==> config.mk <==
export PLATFORM = sky130hd
export DESIGN_NAME = dcfft_top
export DESIGN_NICKNAME = d
export VERILOG_FILES = /design/src/dcfft_pkg.sv /design/src/dcfft_top.sv /design/src/dcfft_fifo.sv
export SDC_FILE = /design/constraint.sdc
export NUM_CORES = 1
export LEC_CHECK = 0
export ABC_AREA = 1
export BUFFER_PORTS_ARGS = -buffer_cell sky130_fd_sc_hd__buf_2
export CAP_MARGIN = 20
export CORE_MARGIN = 1.5
export CORE_UTILIZATION = 60
export CTS_BUF_LIST = sky130_fd_sc_hd__clkbuf_4
export DETAILED_ROUTE_END_ITERATION = 16
export PLACE_DENSITY = 0.75
export SYNTH_ARGS = -nofsm -noshare
export SYNTH_HDL_FRONTEND = slang
export SYNTH_HIERARCHICAL = 1
export SYNTH_SLANG_ARGS = --single-unit
==> constraint.sdc <==
create_clock -name mclk -period 3.26 [get_ports mclk]
set_input_delay 0.326 -clock mclk [delete_from_list [all_inputs] [get_ports mclk]]
set_output_delay 0.326 -clock mclk [all_outputs]
set_load 0.01 [all_outputs]
==> src/dcfft_pkg.sv <==
package dcfft_pkg;

  // storage depth: legal builds are 64, 256, 512, 1024, 2048, 4096 or 8192 words
  localparam int FIFO_DEPTH = 64;
  localparam int DATA_W = 9;
  localparam int EGRESS_DEPTH = 8;
  localparam int CORE_DEPTH = FIFO_DEPTH - EGRESS_DEPTH;
  localparam int CNT_W = $clog2(FIFO_DEPTH + 1);
  localparam int CORE_LVL_W = $clog2(CORE_DEPTH + 1);
  localparam int EG_LVL_W = $clog2(EGRESS_DEPTH + 1);

  // offsets count words from the empty and the full boundary
  localparam logic [CNT_W-1:0] OFFSET_RESET = 7'h07;

  // apb map, byte addresses
  localparam int APB_ADDR_W = 12;
  localparam logic [APB_ADDR_W-1:0] ADDR_AE_OFFSET = 12'h000;
  localparam logic [APB_ADDR_W-1:0] ADDR_AF_OFFSET = 12'h004;
  localparam logic [APB_ADDR_W-1:0] ADDR_STATUS = 12'h008;

  // status field positions
  localparam int ST_EMPTY_N = 0;
  localparam int ST_AEMPTY_N = 1;
  localparam int ST_AFULL_N = 2;
  localparam int ST_FULL_N = 3;
  localparam int ST_MODE_SECOND = 4;
  localparam int ST_COUNT_LSB = 8;

  // edge gap limits in ps and their cycle counts at mclk
  localparam int MCLK_PERIOD_PS = 5000;
  localparam int EDGE_GAP_LIMIT_PRIMARY_PS = 6000;
  localparam int EDGE_GAP_LIMIT_PARTIAL_PS = 10000;
  localparam int EDGE_GAP_PRIMARY_CYC =
    (EDGE_GAP_LIMIT_PRIMARY_PS + MCLK_PERIOD_PS - 1) / MCLK_PERIOD_PS;
  localparam int EDGE_GAP_PARTIAL_CYC =
    (EDGE_GAP_LIMIT_PARTIAL_PS + MCLK_PERIOD_PS - 1) / MCLK_PERIOD_PS;

endpackage

==> src/dcfft_top.sv <==
module dcfft_top (
  input wire logic mclk,
  input wire logic rst,
  input wire logic ce,
  input wire logic [dcfft_pkg::DATA_W-1:0] wr_data,
  input wire logic write_enable_primary_n,
  input wire logic write_enable_second_or_load,
  input wire logic read_enable_primary_n,
  input wire logic read_enable_second_n,
  input wire logic output_enable_n,
  output logic [dcfft_pkg::DATA_W-1:0] rd_data,
  output logic rd_data_oe,
  output logic full_flag_n,
  output logic empty_flag_n,
  output logic almost_empty_flag_n,
  output logic almost_full_flag_n,
  input wire logic psel,
  input wire logic penable,
  input wire logic pwrite,
  input wire logic [dcfft_pkg::APB_ADDR_W-1:0] paddr,
  input wire logic [31:0] pwdata,
  output logic [31:0] prdata,
  output logic pready,
  output logic pslverr
);

  localparam int CW = dcfft_pkg::CNT_W;
  localparam int EW = dcfft_pkg::EG_LVL_W;
  localparam logic [CW-1:0] DEPTH_CNT = CW'(dcfft_pkg::FIFO_DEPTH);

  logic mode_second_ff;
  logic load_sel_ff;
  logic [CW-1:0] ae_off_ff;
  logic [CW-1:0] af_off_ff;
  logic [CW-1:0] count_ff;
  logic full_n_ff;
  logic empty_n_ff;
  logic ae_n_ff;
  logic af_n_ff;
  logic [dcfft_pkg::DATA_W-1:0] rd_data_ff;
  logic oe_ff;
  logic pready_ff;
  logic pslverr_ff;
  logic [31:0] prdata_ff;

  logic wr_req;
  logic load_wr;
  logic rd_req;
  logic wr_push;
  logic rd_pop;
  logic core_in_ready;
  logic core_out_valid;
  logic eg_in_ready;
  logic eg_out_valid;
  logic eg_push;
  logic [dcfft_pkg::DATA_W-1:0] core_out_data;
  logic [dcfft_pkg::DATA_W-1:0] eg_out_data;
  logic [EW-1:0] eg_level;
  logic apb_access;
  logic apb_wr;
  logic apb_hit;
  logic [31:0] status_word;
  logic [CW-1:0] cnt_after_wr;
  logic [CW-1:0] cnt_after_rd;
  logic nxt_full_n;
  logic nxt_empty_n;
  logic nxt_ae_n;
  logic nxt_af_n;

  // port decode; in load mode a low second pin steers writes to the offsets
  assign wr_req = !write_enable_primary_n && write_enable_second_or_load;
  assign load_wr = !mode_second_ff && !write_enable_primary_n && !write_enable_second_or_load;
  assign rd_req = !read_enable_primary_n && !read_enable_second_n;
  assign wr_push = wr_req && full_n_ff && core_in_ready;
  assign rd_pop = rd_req && empty_n_ff && eg_out_valid;
  assign eg_push = core_out_valid && eg_in_ready;

  // main store, depth set by the package constant
  dcfft_fifo #(
    .WIDTH(dcfft_pkg::DATA_W),
    .DEPTH(dcfft_pkg::CORE_DEPTH),
    .LVL_W(dcfft_pkg::CORE_LVL_W)
  ) u_core (
    .mclk(mclk),
    .rst(rst),
    .ce(ce),
    .in_valid(wr_push),
    .in_ready(core_in_ready),
    .in_data(wr_data),
    .out_valid(core_out_valid),
    .out_ready(eg_in_ready),
    .out_data(core_out_data),
    .level()
  );

  // egress buffer; a stalled consumer fills it and back-pressures the store
  dcfft_fifo #(
    .WIDTH(dcfft_pkg::DATA_W),
    .DEPTH(dcfft_pkg::EGRESS_DEPTH),
    .LVL_W(EW)
  ) u_egress (
    .mclk(mclk),
    .rst(rst),
    .ce(ce),
    .in_valid(core_out_valid),
    .in_ready(eg_in_ready),
    .in_data(core_out_data),
    .out_valid(eg_out_valid),
    .out_ready(rd_pop),
    .out_data(eg_out_data),
    .level(eg_level)
  );

  // sync reset only, so free-running clocks during reset are harmless
  always_ff @(posedge mclk)
  begin
    if (rst)
    begin
      mode_second_ff <= write_enable_second_or_load;
    end
  end

  always_ff @(posedge mclk)
  begin
    if (rst)
    begin
      count_ff <= '0;
    end
    else if (ce)
    begin
      count_ff <= count_ff + CW'(wr_push) - CW'(rd_pop);
    end
  end

  // each flag sees its own port at once; full and the almost flags see the far port one edge late, empty sees writes two edges late
  always_comb
  begin
    cnt_after_wr = count_ff + CW'(wr_push);
    cnt_after_rd = count_ff - CW'(rd_pop);
    nxt_full_n = (cnt_after_wr != DEPTH_CNT);
    nxt_empty_n = ((eg_level - EW'(rd_pop)) != '0);
    nxt_ae_n = (cnt_after_rd >= ae_off_ff);
    nxt_af_n = (cnt_after_wr <= DEPTH_CNT - af_off_ff);
  end

  always_ff @(posedge mclk)
  begin
    if (rst)
    begin
      full_n_ff <= 1'b1;
      empty_n_ff <= 1'b0;
      ae_n_ff <= 1'b0;
      af_n_ff <= 1'b1;
    end
    else if (ce)
    begin
      full_n_ff <= nxt_full_n;
      empty_n_ff <= nxt_empty_n;
      ae_n_ff <= nxt_ae_n;
      af_n_ff <= nxt_af_n;
    end
  end

  always_ff @(posedge mclk)
  begin
    if (rst)
    begin
      rd_data_ff <= '0;
      oe_ff <= 1'b0;
    end
    else if (ce)
    begin
      oe_ff <= !output_enable_n;
      if (rd_pop)
      begin
        rd_data_ff <= eg_out_data;
      end
    end
  end

  // offsets: apb wins over a pin load in the same cycle
  always_ff @(posedge mclk)
  begin
    if (rst)
    begin
      ae_off_ff <= dcfft_pkg::OFFSET_RESET;
      af_off_ff <= dcfft_pkg::OFFSET_RESET;
    end
    else if (ce)
    begin
      if (apb_wr && paddr == dcfft_pkg::ADDR_AE_OFFSET)
      begin
        ae_off_ff <= pwdata[CW-1:0];
      end
      else if (apb_wr && paddr == dcfft_pkg::ADDR_AF_OFFSET)
      begin
        af_off_ff <= pwdata[CW-1:0];
      end
      else if (load_wr && !load_sel_ff)
      begin
        ae_off_ff <= wr_data[CW-1:0];
      end
      else if (load_wr)
      begin
        af_off_ff <= wr_data[CW-1:0];
      end
    end
  end

  always_ff @(posedge mclk)
  begin
    if (rst)
    begin
      load_sel_ff <= 1'b0;
    end
    else if (ce && load_wr && !apb_wr)
    begin
      load_sel_ff <= !load_sel_ff;
    end
  end

  // apb slave: one wait state so pready and prdata come from flops
  assign apb_access = psel && penable;
  assign apb_wr = apb_access && pready_ff && pwrite;
  assign apb_hit = (paddr == dcfft_pkg::ADDR_AE_OFFSET) || (paddr == dcfft_pkg::ADDR_AF_OFFSET)
    || (paddr == dcfft_pkg::ADDR_STATUS);

  always_comb
  begin
    status_word = '0;
    status_word[dcfft_pkg::ST_EMPTY_N] = empty_n_ff;
    status_word[dcfft_pkg::ST_AEMPTY_N] = ae_n_ff;
    status_word[dcfft_pkg::ST_AFULL_N] = af_n_ff;
    status_word[dcfft_pkg::ST_FULL_N] = full_n_ff;
    status_word[dcfft_pkg::ST_MODE_SECOND] = mode_second_ff;
    status_word[dcfft_pkg::ST_COUNT_LSB +: CW] = count_ff;
  end

  always_ff @(posedge mclk)
  begin
    if (rst)
    begin
      pready_ff <= 1'b0;
      pslverr_ff <= 1'b0;
      prdata_ff <= '0;
    end
    else if (ce)
    begin
      pready_ff <= apb_access && !pready_ff;
      pslverr_ff <= apb_access && !pready_ff && !apb_hit;
      prdata_ff <= '0;
      if (apb_access && !pready_ff && !pwrite)
      begin
        unique case (paddr)
          dcfft_pkg::ADDR_AE_OFFSET: prdata_ff <= 32'(ae_off_ff);
          dcfft_pkg::ADDR_AF_OFFSET: prdata_ff <= 32'(af_off_ff);
          dcfft_pkg::ADDR_STATUS: prdata_ff <= status_word;
          default: prdata_ff <= '0;
        endcase
      end
    end
  end

  assign rd_data = rd_data_ff;
  assign rd_data_oe = oe_ff;
  assign full_flag_n = full_n_ff;
  assign empty_flag_n = empty_n_ff;
  assign almost_empty_flag_n = ae_n_ff;
  assign almost_full_flag_n = af_n_ff;
  assign prdata = prdata_ff;
  assign pready = pready_ff;
  assign pslverr = pslverr_ff;

  // a single clock means every far-port edge falls inside the gap limit
  localparam int GAP1_CYC = dcfft_pkg::EDGE_GAP_PRIMARY_CYC;
  localparam int GAP2_CYC = dcfft_pkg::EDGE_GAP_PARTIAL_CYC;
endmodule

==> src/dcfft_fifo.sv <==
module dcfft_fifo #(
  parameter int WIDTH = 9,
  parameter int DEPTH = 8,
  parameter int LVL_W = 4
) (
  input wire logic mclk,
  input wire logic rst,
  input wire logic ce,
  input wire logic in_valid,
  output logic in_ready,
  input wire logic [WIDTH-1:0] in_data,
  output logic out_valid,
  input wire logic out_ready,
  output logic [WIDTH-1:0] out_data,
  output logic [LVL_W-1:0] level
);

  localparam int PTR_W = (DEPTH > 1) ? $clog2(DEPTH) : 1;
  localparam logic [PTR_W-1:0] LAST = PTR_W'(DEPTH - 1);
  localparam logic [LVL_W-1:0] FULL_LVL = LVL_W'(DEPTH);

  logic [WIDTH-1:0] mem_ff [DEPTH];
  logic [PTR_W-1:0] wr_ptr_ff;
  logic [PTR_W-1:0] rd_ptr_ff;
  logic [LVL_W-1:0] level_ff;
  logic push;
  logic pop;

  assign in_ready = (level_ff != FULL_LVL);
  assign out_valid = (level_ff != '0);
  assign push = in_valid & in_ready;
  assign pop = out_valid & out_ready;
  assign out_data = mem_ff[rd_ptr_ff];
  assign level = level_ff;

  // no reset on the array: entries are only read once written
  for (genvar i = 0; i < DEPTH; i++)
  begin : g_entry
    always_ff @(posedge mclk)
    begin
      if (ce && push && wr_ptr_ff == PTR_W'(i))
      begin
        mem_ff[i] <= in_data;
      end
    end
  end

  always_ff @(posedge mclk)
  begin
    if (rst)
    begin
      wr_ptr_ff <= '0;
    end
    else if (ce && push)
    begin
      wr_ptr_ff <= (wr_ptr_ff == LAST) ? '0 : wr_ptr_ff + 1'b1;
    end
  end

  always_ff @(posedge mclk)
  begin
    if (rst)
    begin
      rd_ptr_ff <= '0;
    end
    else if (ce && pop)
    begin
      rd_ptr_ff <= (rd_ptr_ff == LAST) ? '0 : rd_ptr_ff + 1'b1;
    end
  end

  always_ff @(posedge mclk)
  begin
    if (rst)
    begin
      level_ff <= '0;
    end
    else if (ce)
    begin
      level_ff <= level_ff + LVL_W'(push) - LVL_W'(pop);
    end
  end

endmodule

Word level (Yosys, flattened, before mapping)
Memory sizes are Yosys's and may differ from the RTL's. A register that Yosys moved wholly into a read port is not among the register bits.
Index checks and enable logic that the tools add are counted.
{"block": "totals", "ramBits": 576, "mem_bits_ro": 0, "out_inout_bits": 48, "word_cells": 611, "register_bits": 90, "in_bits": 64, "memories": 2, "latchBits": 0}
{"block": "op_classes", "n_addsub": 13, "muxes": 328, "shift": 0, "n_lt_le_gt_ge": 2, "n_reduce_logical": 172, "bitwise": 4, "eq_ne": 71, "div_mod_pow": 0, "mul": 0}
{"name": "u_core.mem_ff", "words": 56, "word_bits": 9, "rd": 1, "rd_clocked_by_memory_dff": 1, "write_ports": 1, "line": "dcfft_fifo.sv:22", "rtl": "logic [WIDTH-1:0] mem_ff [DEPTH];"}
{"name": "u_egress.mem_ff", "words": 8, "word_bits": 9, "rd": 1, "rd_clocked_by_memory_dff": 1, "write_ports": 1, "line": "dcfft_fifo.sv:22"}
{"operator": "two-way mux 9 bit", "n": 62}
{"operator": "OR reduction 9 bit", "n": 62}
{"operator": "two-way mux 6 bit", "n": 59}
{"operator": "two-way mux 1 bit", "n": 190}
{"operator": "equality test 6 bit, second input constant", "n": 25}
{"operator": "equality test 6 x 5 -> 1 bit, second input constant", "n": 16}
{"operator": "logical AND 1 bit", "n": 86}
{"operator": "equality test 6 x 4 -> 1 bit, second input constant", "n": 8}
{"operator": "one-hot mux 15 bit (3 select lines)", "n": 1}
{"operator": "two-way mux 7 bit", "n": 6}
{"operator": "two-way mux 3 bit", "n": 9}
{"operator": "equality test 6 x 3 -> 1 bit, second input constant", "n": 4}
{"operator": "equality test 3 bit, second input constant", "n": 5}
{"operator": "two-way mux 15 bit", "n": 1}
{"operator": "subtractor 7 x 1 -> 7 bit", "n": 2}
{"operator": "adder 6 x 1 -> 6 bit, second input constant", "n": 2}
{"operator": "equality test 12 x 3 -> 1 bit, second input constant", "n": 1}
{"operator": "equality test 12 x 4 -> 1 bit, second input constant", "n": 1}
{"operator": "equality test 6 x 2 -> 1 bit, second input constant", "n": 2}
{"operator": "logical NOT 12 bit", "n": 1}
{"operator": "logical NOT 1 bit", "n": 11}
{"operator": "nonzero test 4 bit", "n": 2}
{"operator": "subtractor 4 x 1 -> 4 bit", "n": 2}
{"operator": "adder 7 x 1 -> 7 bit", "n": 1}
{"operator": "24 further kinds", "n": 31}

Longest topological paths before layout
Gate-level depths: netlist of run 1.
{"block": "logic_depth", "ltp_word": 65, "mapped_depth": 18, "mapped_depth_nobuf": 18}

Modules after synthesis
Netlist of run 1, hierarchy kept.
{"mod": "dcfft_fifo at u_core", "area_each_um2": 22187.5, "cells_each": 1996, "instances": 1}
{"mod": "dcfft_fifo at u_egress", "area_each_um2": 3752.3, "cells_each": 350, "instances": 1}
{"mod": "dcfft_top", "area_each_um2": 3397.0, "cells_each": 505, "instances": 1}

Least setup slack after synthesis of run 1
OpenSTA, ideal clock, no wires.
{"block": "synth_path", "kind": "reg-to-reg", "start": "reg u_egress.level_ff[2] (netlist: u_egress/level[2])", "end": "reg ae_n_ff (netlist: almost_empty_flag_n)", "path_buffers": 1, "required_time_ns": 3.138, "t_arrival_ns": 2.668, "setup_ns": 0.122, "path_slack_ns": 0.469, "period_less_slack_ns": 2.791, "path_stages_with_launch": 15, "path_cell_list": "dfxtp_1 -> inv_1 -> ha_1 -> nand3_1 -> nand2_1 -> nor3_1 -> clkbuf_1 -> ha_1 -> ha_1 -> nand3_1 -> nor3_1 -> xor2_1 -> ha_1 -> a211oi_1 -> a21oi_1"}
{"block": "synth_via", "elab_chain_cells": 4}
{"item": "start, declared", "line": "dcfft_fifo.sv:25", "rtl": "logic [LVL_W-1:0] level_ff;"}
{"item": "start signal, assigned", "line": "dcfft_fifo.sv:80", "rtl": "level_ff <= level_ff + LVL_W'(push) - LVL_W'(pop);"}
{"item": "nonzero test 4 bit", "line": "dcfft_fifo.sv:30", "rtl": "assign out_valid = (level_ff != '0);"}
{"item": "net eg_out_valid", "line": "dcfft_top.sv:54", "rtl": "logic eg_out_valid;"}
{"item": "logical AND 1 bit", "line": "dcfft_top.sv:75", "rtl": "assign rd_pop = rd_req && empty_n_ff && eg_out_valid;"}
{"item": "net rd_pop", "line": "dcfft_top.sv:50", "rtl": "logic rd_pop;"}
{"item": "subtractor 7 x 1 -> 7 bit", "line": "dcfft_top.sv:139", "rtl": "cnt_after_rd = count_ff - CW'(rd_pop);"}
{"item": ">= comparator 7 bit", "line": "dcfft_top.sv:142", "rtl": "nxt_ae_n = (cnt_after_rd >= ae_off_ff);"}
{"item": "end signal, assigned", "line": "dcfft_top.sv:159", "rtl": "ae_n_ff <= nxt_ae_n;"}
{"item": "end, declared", "line": "dcfft_top.sv:38", "rtl": "logic ae_n_ff;"}
The timed path passes the listed nets, and every way through them passes these cells.
A chain may end at the register's enable or synchronous reset.

Worst setup path after layout of run 1
{"block": "layout_path", "start": "in paddr[1] in the netlist's numbering", "end": "reg af_off_ff[2]"}
{"block": "layout_via", "elab_chain_cells": 4}
{"item": "start, declared", "line": "dcfft_top.sv:20", "rtl": "input wire logic [dcfft_pkg::APB_ADDR_W-1:0] paddr,"}
{"item": "equality test 12 x 3 -> 1 bit / logical NOT 12 bit (equally long branches)", "line": "dcfft_top.sv:195, dcfft_top.sv:191"}
{"item": "logical AND 1 bit, on equally long branches", "line": "dcfft_top.sv:195, dcfft_top.sv:191"}
{"item": "!= test 2 bit (no source line), or another cell as far along"}
{"item": "AND reduction 4 bit (no source line)"}
{"item": "end signal, assigned", "line": "dcfft_top.sv:187", "rtl": "af_off_ff <= dcfft_pkg::OFFSET_RESET;"}
{"item": "end signal, assigned", "line": "dcfft_top.sv:197", "rtl": "af_off_ff <= pwdata[CW-1:0];"}
{"item": "end signal, assigned", "line": "dcfft_top.sv:205", "rtl": "af_off_ff <= wr_data[CW-1:0];"}
{"item": "end, declared", "line": "dcfft_top.sv:34", "rtl": "logic [CW-1:0] af_off_ff;"}
Several ways; a longest one is shown, not always the timed one.

==> flow_summary.json, run 1 <==
{
  "rows": 80,
  "r2r_end": "af_off_ff[2]",
  "p_per_area_nw_per_um2": 582.8,
  "postLayoutSetupSlackWorst_ns": 0.04382,
  "finalSetupTns_ns": 0,
  "ys_warn_count": 6,
  "initial_core_util": 0.6119,
  "outcome": "complete, no violations",
  "cp-start-kind": "primary input",
  "leakage_nw": 13.37,
  "setup_viol": 0,
  "totalWireLength_um": 71290,
  "hp-start": "paddr[9]",
  "ff2ff_path_depth": 10,
  "drive_above_1_share": 0.1500,
  "synthTopCellsByCount": "nand2_1 (800), edfxtp_1 (577), nand3_1 (423)",
  "clockBufferDepth": 3,
  "ys_ff_latch": 666,
  "hold_ws_ns": 0.1555,
  "rrSetupSlack_ns": 0.16,
  "fillers": 3424,
  "vias_per_cell": 5.629,
  "drt-initial-drc-count": 1946,
  "worstPathRequired_ns": 4.13,
  "path_max_fanout": 12,
  "max-vdd-ir-drop_mv": 0.4466,
  "synth_cell_types": 48,
  "cp-end-kind": "flip-flop",
  "hold_viol": 0,
  "htree_levels": 4,
  "cts-root-buf": "clkbuf_4",
  "dpl.hpwl_um": 42500,
  "final.setup_skew_ns": 0.05375,
  "ys_seq_area_frac": 0.6513,
  "via_count": 21830,
  "yosysMostFrequentCell": "nand2_1",
  "grt_max_degree": 157,
  "place.gp.congestion": 0.9306,
  "netlist_instances": 2851,
  "syn_to_final_growth_pct": 13.84,
  "grt.overflow.total": 0,
  "clock-sinks": 666,
  "hp-class": "primary input to flip-flop",
  "crit_type": "primary input to flip-flop",
  "maxSlewViolCount": 0,
  "die_h_um": 224.1,
  "firstDrtPassIters": 6,
  "synth.top_cells.by_area": "edfxtp_1 (59%), nand2_1 (10%), nand3_1 (7.2%)",
  "synth.avg_cell_area_um2": 10.29,
  "final_area_um2": 33400,
  "power_frac_comb": 0.140,
  "yosysTopAreaCellShare": 0.5906,
  "postRouteAntennaNets": 0,
  "cts.reportedPaths.clkPinSlew_ns": 0.07,
  "whs_path_depth": 9,
  "antenna_found_initial": 2,
  "async_reset_ff_frac": 0,
  "clock_latency_ns": 1.00,
  "core_um2": 47950,
  "io_pins": 112,
  "clkPwrFrac": 0.370,
  "cellInternalPower_mw": 14.14,
  "wl_per_cell_um": 18.39,
  "regToRegStartpoint": "pready",
  "synth_edf_count": 577,
  "portBuffers": 68,
  "final.period_utilization": 0.9866,
  "layout.area.seq_um2": 19120,
  "place_ws_ns": 0.3089,
  "p_switching_mw": 5.322,
  "synth_area_leader_cell": "edfxtp_1",
  "max_cap_viol_count": 0,
  "power_mw": 19.46,
  "placed_cell_area_um2": 30390,
  "sw_frac_of_total": 0.2734,
  "die-area_um2": 50230,
  "grt_pass1_wl_um": 111600,
  "yosys_most_used_dff": "edfxtp_1",
  "p_seq_frac": 0.490,
  "multi_input_area_um2": 8553,
  "final_nets": 3239,
  "slew_headroom": 0.3034,
  "die_x_um": 224.1,
  "numCtsBuffers": 166,
  "drc_errors": 0,
  "worst_slew_pin_slew_ns": 1.045,
  "grt_pass1_vias": 21640,
  "post-route-min-period_ns": 3.216,
  "fmax_mhz": 310.9,
  "cts_tree": "built",
  "crit_arrival_ns": 4.09,
  "grt_use_total": 0.2896,
  "netlist_area_um2": 29340,
  "holdPathEnd": "prdata[5]"
}
## state kept, by name (all words and copies together) (netlist names), 7 cells and up, named ones only
signal and cells:
u_egress/mem_ff 72, rd_data 9, prdata 14, af_off_ff 7, ae_off_ff 7, count_ff 7
u_core/mem_ff 504
## worst max path at each step
stage	from	end	slack, ns	cells after the start
after floorplan	u_egress/level[2]	almost_empty_flag_n	0.47	14
after global placement	u_core/level[2]	almost_full_flag_n	0.40	19
after detailed placement	u_core/level[2]	almost_full_flag_n	0.31	18
after CTS	paddr[4]	af_off_ff[0]	0.03	14
after global routing	paddr[1]	af_off_ff[2]	-0.03	14
final	paddr[1]	af_off_ff[2]	0.04	14
## stage by stage
stage               instances  utilization
floorplan                2868            -
global placement         3496       0.6338
detailed placement       3496       0.6338
CTS                      3862       0.6930
global route             3877       0.6965
finish                   3877       0.6965
## critical path: stages
cell,delay (ns)
dlygate4sd3_1,0.55
buf_2,0.14
inv_2,0.05
nand2_2,0.08
dlygate4sd3_1,0.61
nor2_4,0.18
nand3_4,0.16
nand2_1,0.09
o21ai_0,0.08
dlygate4sd3_1,0.56
nand2_1,0.07
dlygate4sd3_1,0.55
nand3_1,0.06
dlygate4sd3_1,0.57
## layout make-up
class | instances | share of cell area
tap | 615 | 0.02304
clock buffer | 252 | 0.05665
sequential | 666 | 0.5724
multi-input combinational | 1844 | 0.2561
timing repair buffer | 242 | 0.05845
inverter | 202 | 0.02308
clock inverter | 53 | 0.01000
antenna | 3 | 0.0002248
## power groups by stage
stage	clock network [mW]	logic, mW	registers [mW]
floorplan	0	1.88	9.69
global placement	0	2.51	9.72
detailed placement	0	2.60	9.73
CTS	7.34	2.66	9.55
global route	7.77	3.02	9.55
finish	7.19	2.72	9.55
## cell usage in the layout, fill, tap and decap left out, types with 62 or more instances in the layout
cell	n
nand2_1	800
edfxtp_1	577
nand3_1	422
nor2_1	256
clkbuf_4	252
inv_1	179
buf_4	100
dfxtp_1	86
o21ai_0	81
buf_2	68
a21oi_1	63
dlygate4sd3_1	62
## per-layer routing
layer	wire length (um)	global-route usage
met1	27800	0.3551
met2	35070	0.4790
met3	5482	0.06637
met4	2940	0.1561
met5	0	0
## repair_timing
item,4_1_cts,5_1_grt
setup buffers,0,7
endpoints found under the setup margin,0,10
gates resized for setup,0,5
endpoints found under the hold margin,265,89
hold buffers,61,4
## kinds of logic (layout without fill, tap and decap cells)
kind of cell,Yosys count,in the layout,synth area share
simple gates,1537,1537,0.2208
flops,666,666,0.6513
buf+inv,358,749,0.06014
compound gates,215,215,0.03821
fa+ha+maj,53,53,0.02312
xor+xnor,21,21,0.006270
other cells,1,21,0.0001278
(Power assumes the default switching activity.)
==> run 2: changes to the inputs <==
--- a/config.mk
+++ b/config.mk
@@ -13,6 +13,7 @@
 export CTS_BUF_LIST = sky130_fd_sc_hd__clkbuf_4
 export DETAILED_ROUTE_END_ITERATION = 16
 export PLACE_DENSITY = 0.75
+export SETUP_SLACK_MARGIN = 0.4
 export SYNTH_ARGS = -nofsm -noshare
 export SYNTH_HDL_FRONTEND = slang
 export SYNTH_HIERARCHICAL = 1
==> run 2 against run 1 <==
Combinational power up 1%. Register-to-register slack better by 0.34 ns. Largest power group unchanged. Power up 0.29%. Critical path type unchanged.
==> flow_summary.json, run 2 (synthesized netlist as in run 1, its figures left out) <==
{
  "outcome": "complete, no violations",
  "largest-register": "u_core/mem_ff",
  "hold_viol": 0,
  "drt-initial-drc-count": 2147,
  "grt_setup_unrepaired": "yes",
  "wl_per_cell_um": 18.57,
  "top_usage_layer": "met2",
  "drc_errors": 0,
  "fmax_mhz": 360.0,
  "via_count": 22050,
  "final_nets": 3245,
  "syn_to_final_growth_pct": 14.20,
  "layout.area.seq_um2": 19120,
  "clockBufferDepth": 3,
  "multi_input_area_um2": 8603,
  "grt_max_degree": 157,
  "post-route-min-period_ns": 2.777,
  "p_per_area_nw_per_um2": 582.6,
  "drive_above_1_share": 0.1562,
  "layout_commonest_cell": "nand2_1",
  "slew_headroom": 0.3066,
  "io_pins": 112,
  "final.period_utilization": 0.8520,
  "cpMaxStageDelayCell": "dlygate4sd3_1",
  "worst_slew_pin_slew_ns": 1.040,
  "cts-root-buf": "clkbuf_4",
  "postRouteAntennaNets": 0,
  "numCtsBuffers": 166,
  "core_um2": 47950,
  "final_cell_mix": "nand2_1 (799), edfxtp_1 (577), nand3_1 (420), nor2_1 (255), clkbuf_4 (252)",
  "crit_chain": "dlygate4sd3_1 > buf_2 > nand2_1 > dlygate4sd3_1 > nor2_1 > nand2_1 > or2_1 > dlygate4sd3_1 > nor2_2 > dlygate4sd3_1 > nand2_1 > a21oi_1",
  "path_max_fanout": 6,
  "crit_family": "buffers and inverters",
  "largest_reg_flops": 504,
  "final.setup_skew_ns": 0.05626,
  "totalWireLength_um": 72150,
  "max-vdd-ir-drop_mv": 0.4459,
  "firstDrtPassIters": 6,
  "setup_viol": 0,
  "rrSetupSlack_ns": 0.50,
  "placed_cell_area_um2": 30390,
  "cp-start-kind": "primary input",
  "cpPeakStageDelay_ns": 0.67,
  "grt.overflow.total": 0,
  "use_met1": 0.3550,
  "htree_levels": 4,
  "worstPathRequired_ns": 4.19,
  "clock-sinks": 666,
  "finalSetupTns_ns": 0,
  "use_met3": 0.06925,
  "crit_arrival_ns": 3.71,
  "die_x_um": 224.1,
  "cts_tree": "built",
  "leakage_nw": 13.42,
  "path_buf_inv": 5,
  "grt_pass1_vias": 21750,
  "antenna_found_initial": 2,
  "dpl.hpwl_um": 42500,
  "maxSlewViolCount": 0,
  "place.gp.congestion": 0.9306,
  "grt_pass1_wl_um": 112100,
  "rows": 80,
  "final_area_um2": 33500,
  "crit_top_cell": "dlygate4sd3_1",
  "max_cap_viol_count": 0,
  "grtUsageMet2": 0.4800,
  "cts.reportedPaths.clkPinSlew_ns": 0.07,
  "portBuffers": 68,
  "initial_core_util": 0.6119,
  "cp-end-kind": "flip-flop",
  "die-area_um2": 50230,
  "fillers": 3397,
  "hp-class": "primary input to flip-flop",
  "die_h_um": 224.1,
  "grt_use_total": 0.2910,
  "crit_type": "primary input to flip-flop",
  "vias_per_cell": 5.676,
  "clock_latency_ns": 1.03,
  "power_mw": 19.52
}
run 2: cell types whose count changed in the layout (fill, tap and decap cells not counted), sizes merged:
cell	change
buf	+6
diode	+2
clkinvlp	+1
inv	-1
run 2: what timing repair did:
item	in CTS	in global routing
pin swaps	0	6
buffers inserted	5	8
hold endpoints to repair	265	78
endpoints found under the setup margin	2	258
hold buffers	60	3
gates cloned	0	0
resized for setup	4	20
run 2: worst register-to-register path, stage by stage (launching register included):
cell,delay [ns]
dfxtp_1,0.36
inv_2,0.07
ha_1,0.21
nand3_2,0.11
nand2_1,0.14
nor3_4,0.30
buf_4,0.16
buf_4,0.10
ha_1,0.20
ha_1,0.18
inv_1,0.04
nor2_1,0.19
nand2_1,0.13
nor2_1,0.15
nand2_1,0.07
nand2_1,0.07
nand3_1,0.09
nand2_1,0.08
inv_1,0.04
run 2: path summary, 6_finish.rpt:
kind                                    start        endpoint  cells after the start
hold reg to reg                   load_sel_ff     load_sel_ff                      1
setup reg to reg            u_egress/level[2]     count_ff[6]                     18
setup / recovery                      penable       prdata[6]                     12
hold / removal    write_enable_second_or_load  mode_second_ff                      2
run 2: cell type report:
class                   count  share of cell area
flip-flops and latches    666              0.5707
inverters                 202             0.02312
clock inverters            53            0.009972
multi-input cells        1844              0.2568
repair buffers            248             0.05961
well taps                 615             0.02297
clock buffers             252             0.05647
diodes                      5           0.0003735
run 2: per-stage QoR:
stage,std cells,setup WS [ns],utilization,hold slack [ns]
detailed placement,3496,0.3089,0.6338,0.4455
finish,3885,0.4825,0.6987,0.1584
CTS,3866,0.4343,0.6939,0.02097
floorplan,2868,0.4694,-,0.3951
global placement,3496,0.3990,0.6338,0.4346
global route,3883,0.2596,0.6986,0.1105
run 2: metal layers:
layer | share of wire | wire length (um)
met2 | 0.49 | 35220
met4 | 0.043 | 3125
met5 | 0 | 0
met3 | 0.081 | 5872
met1 | 0.39 | 27930
run 2: power by group:
part	internal [mW]	switching, mW
registers	9.45	0.0972
logic	0.845	1.92
clock network	3.86	3.35
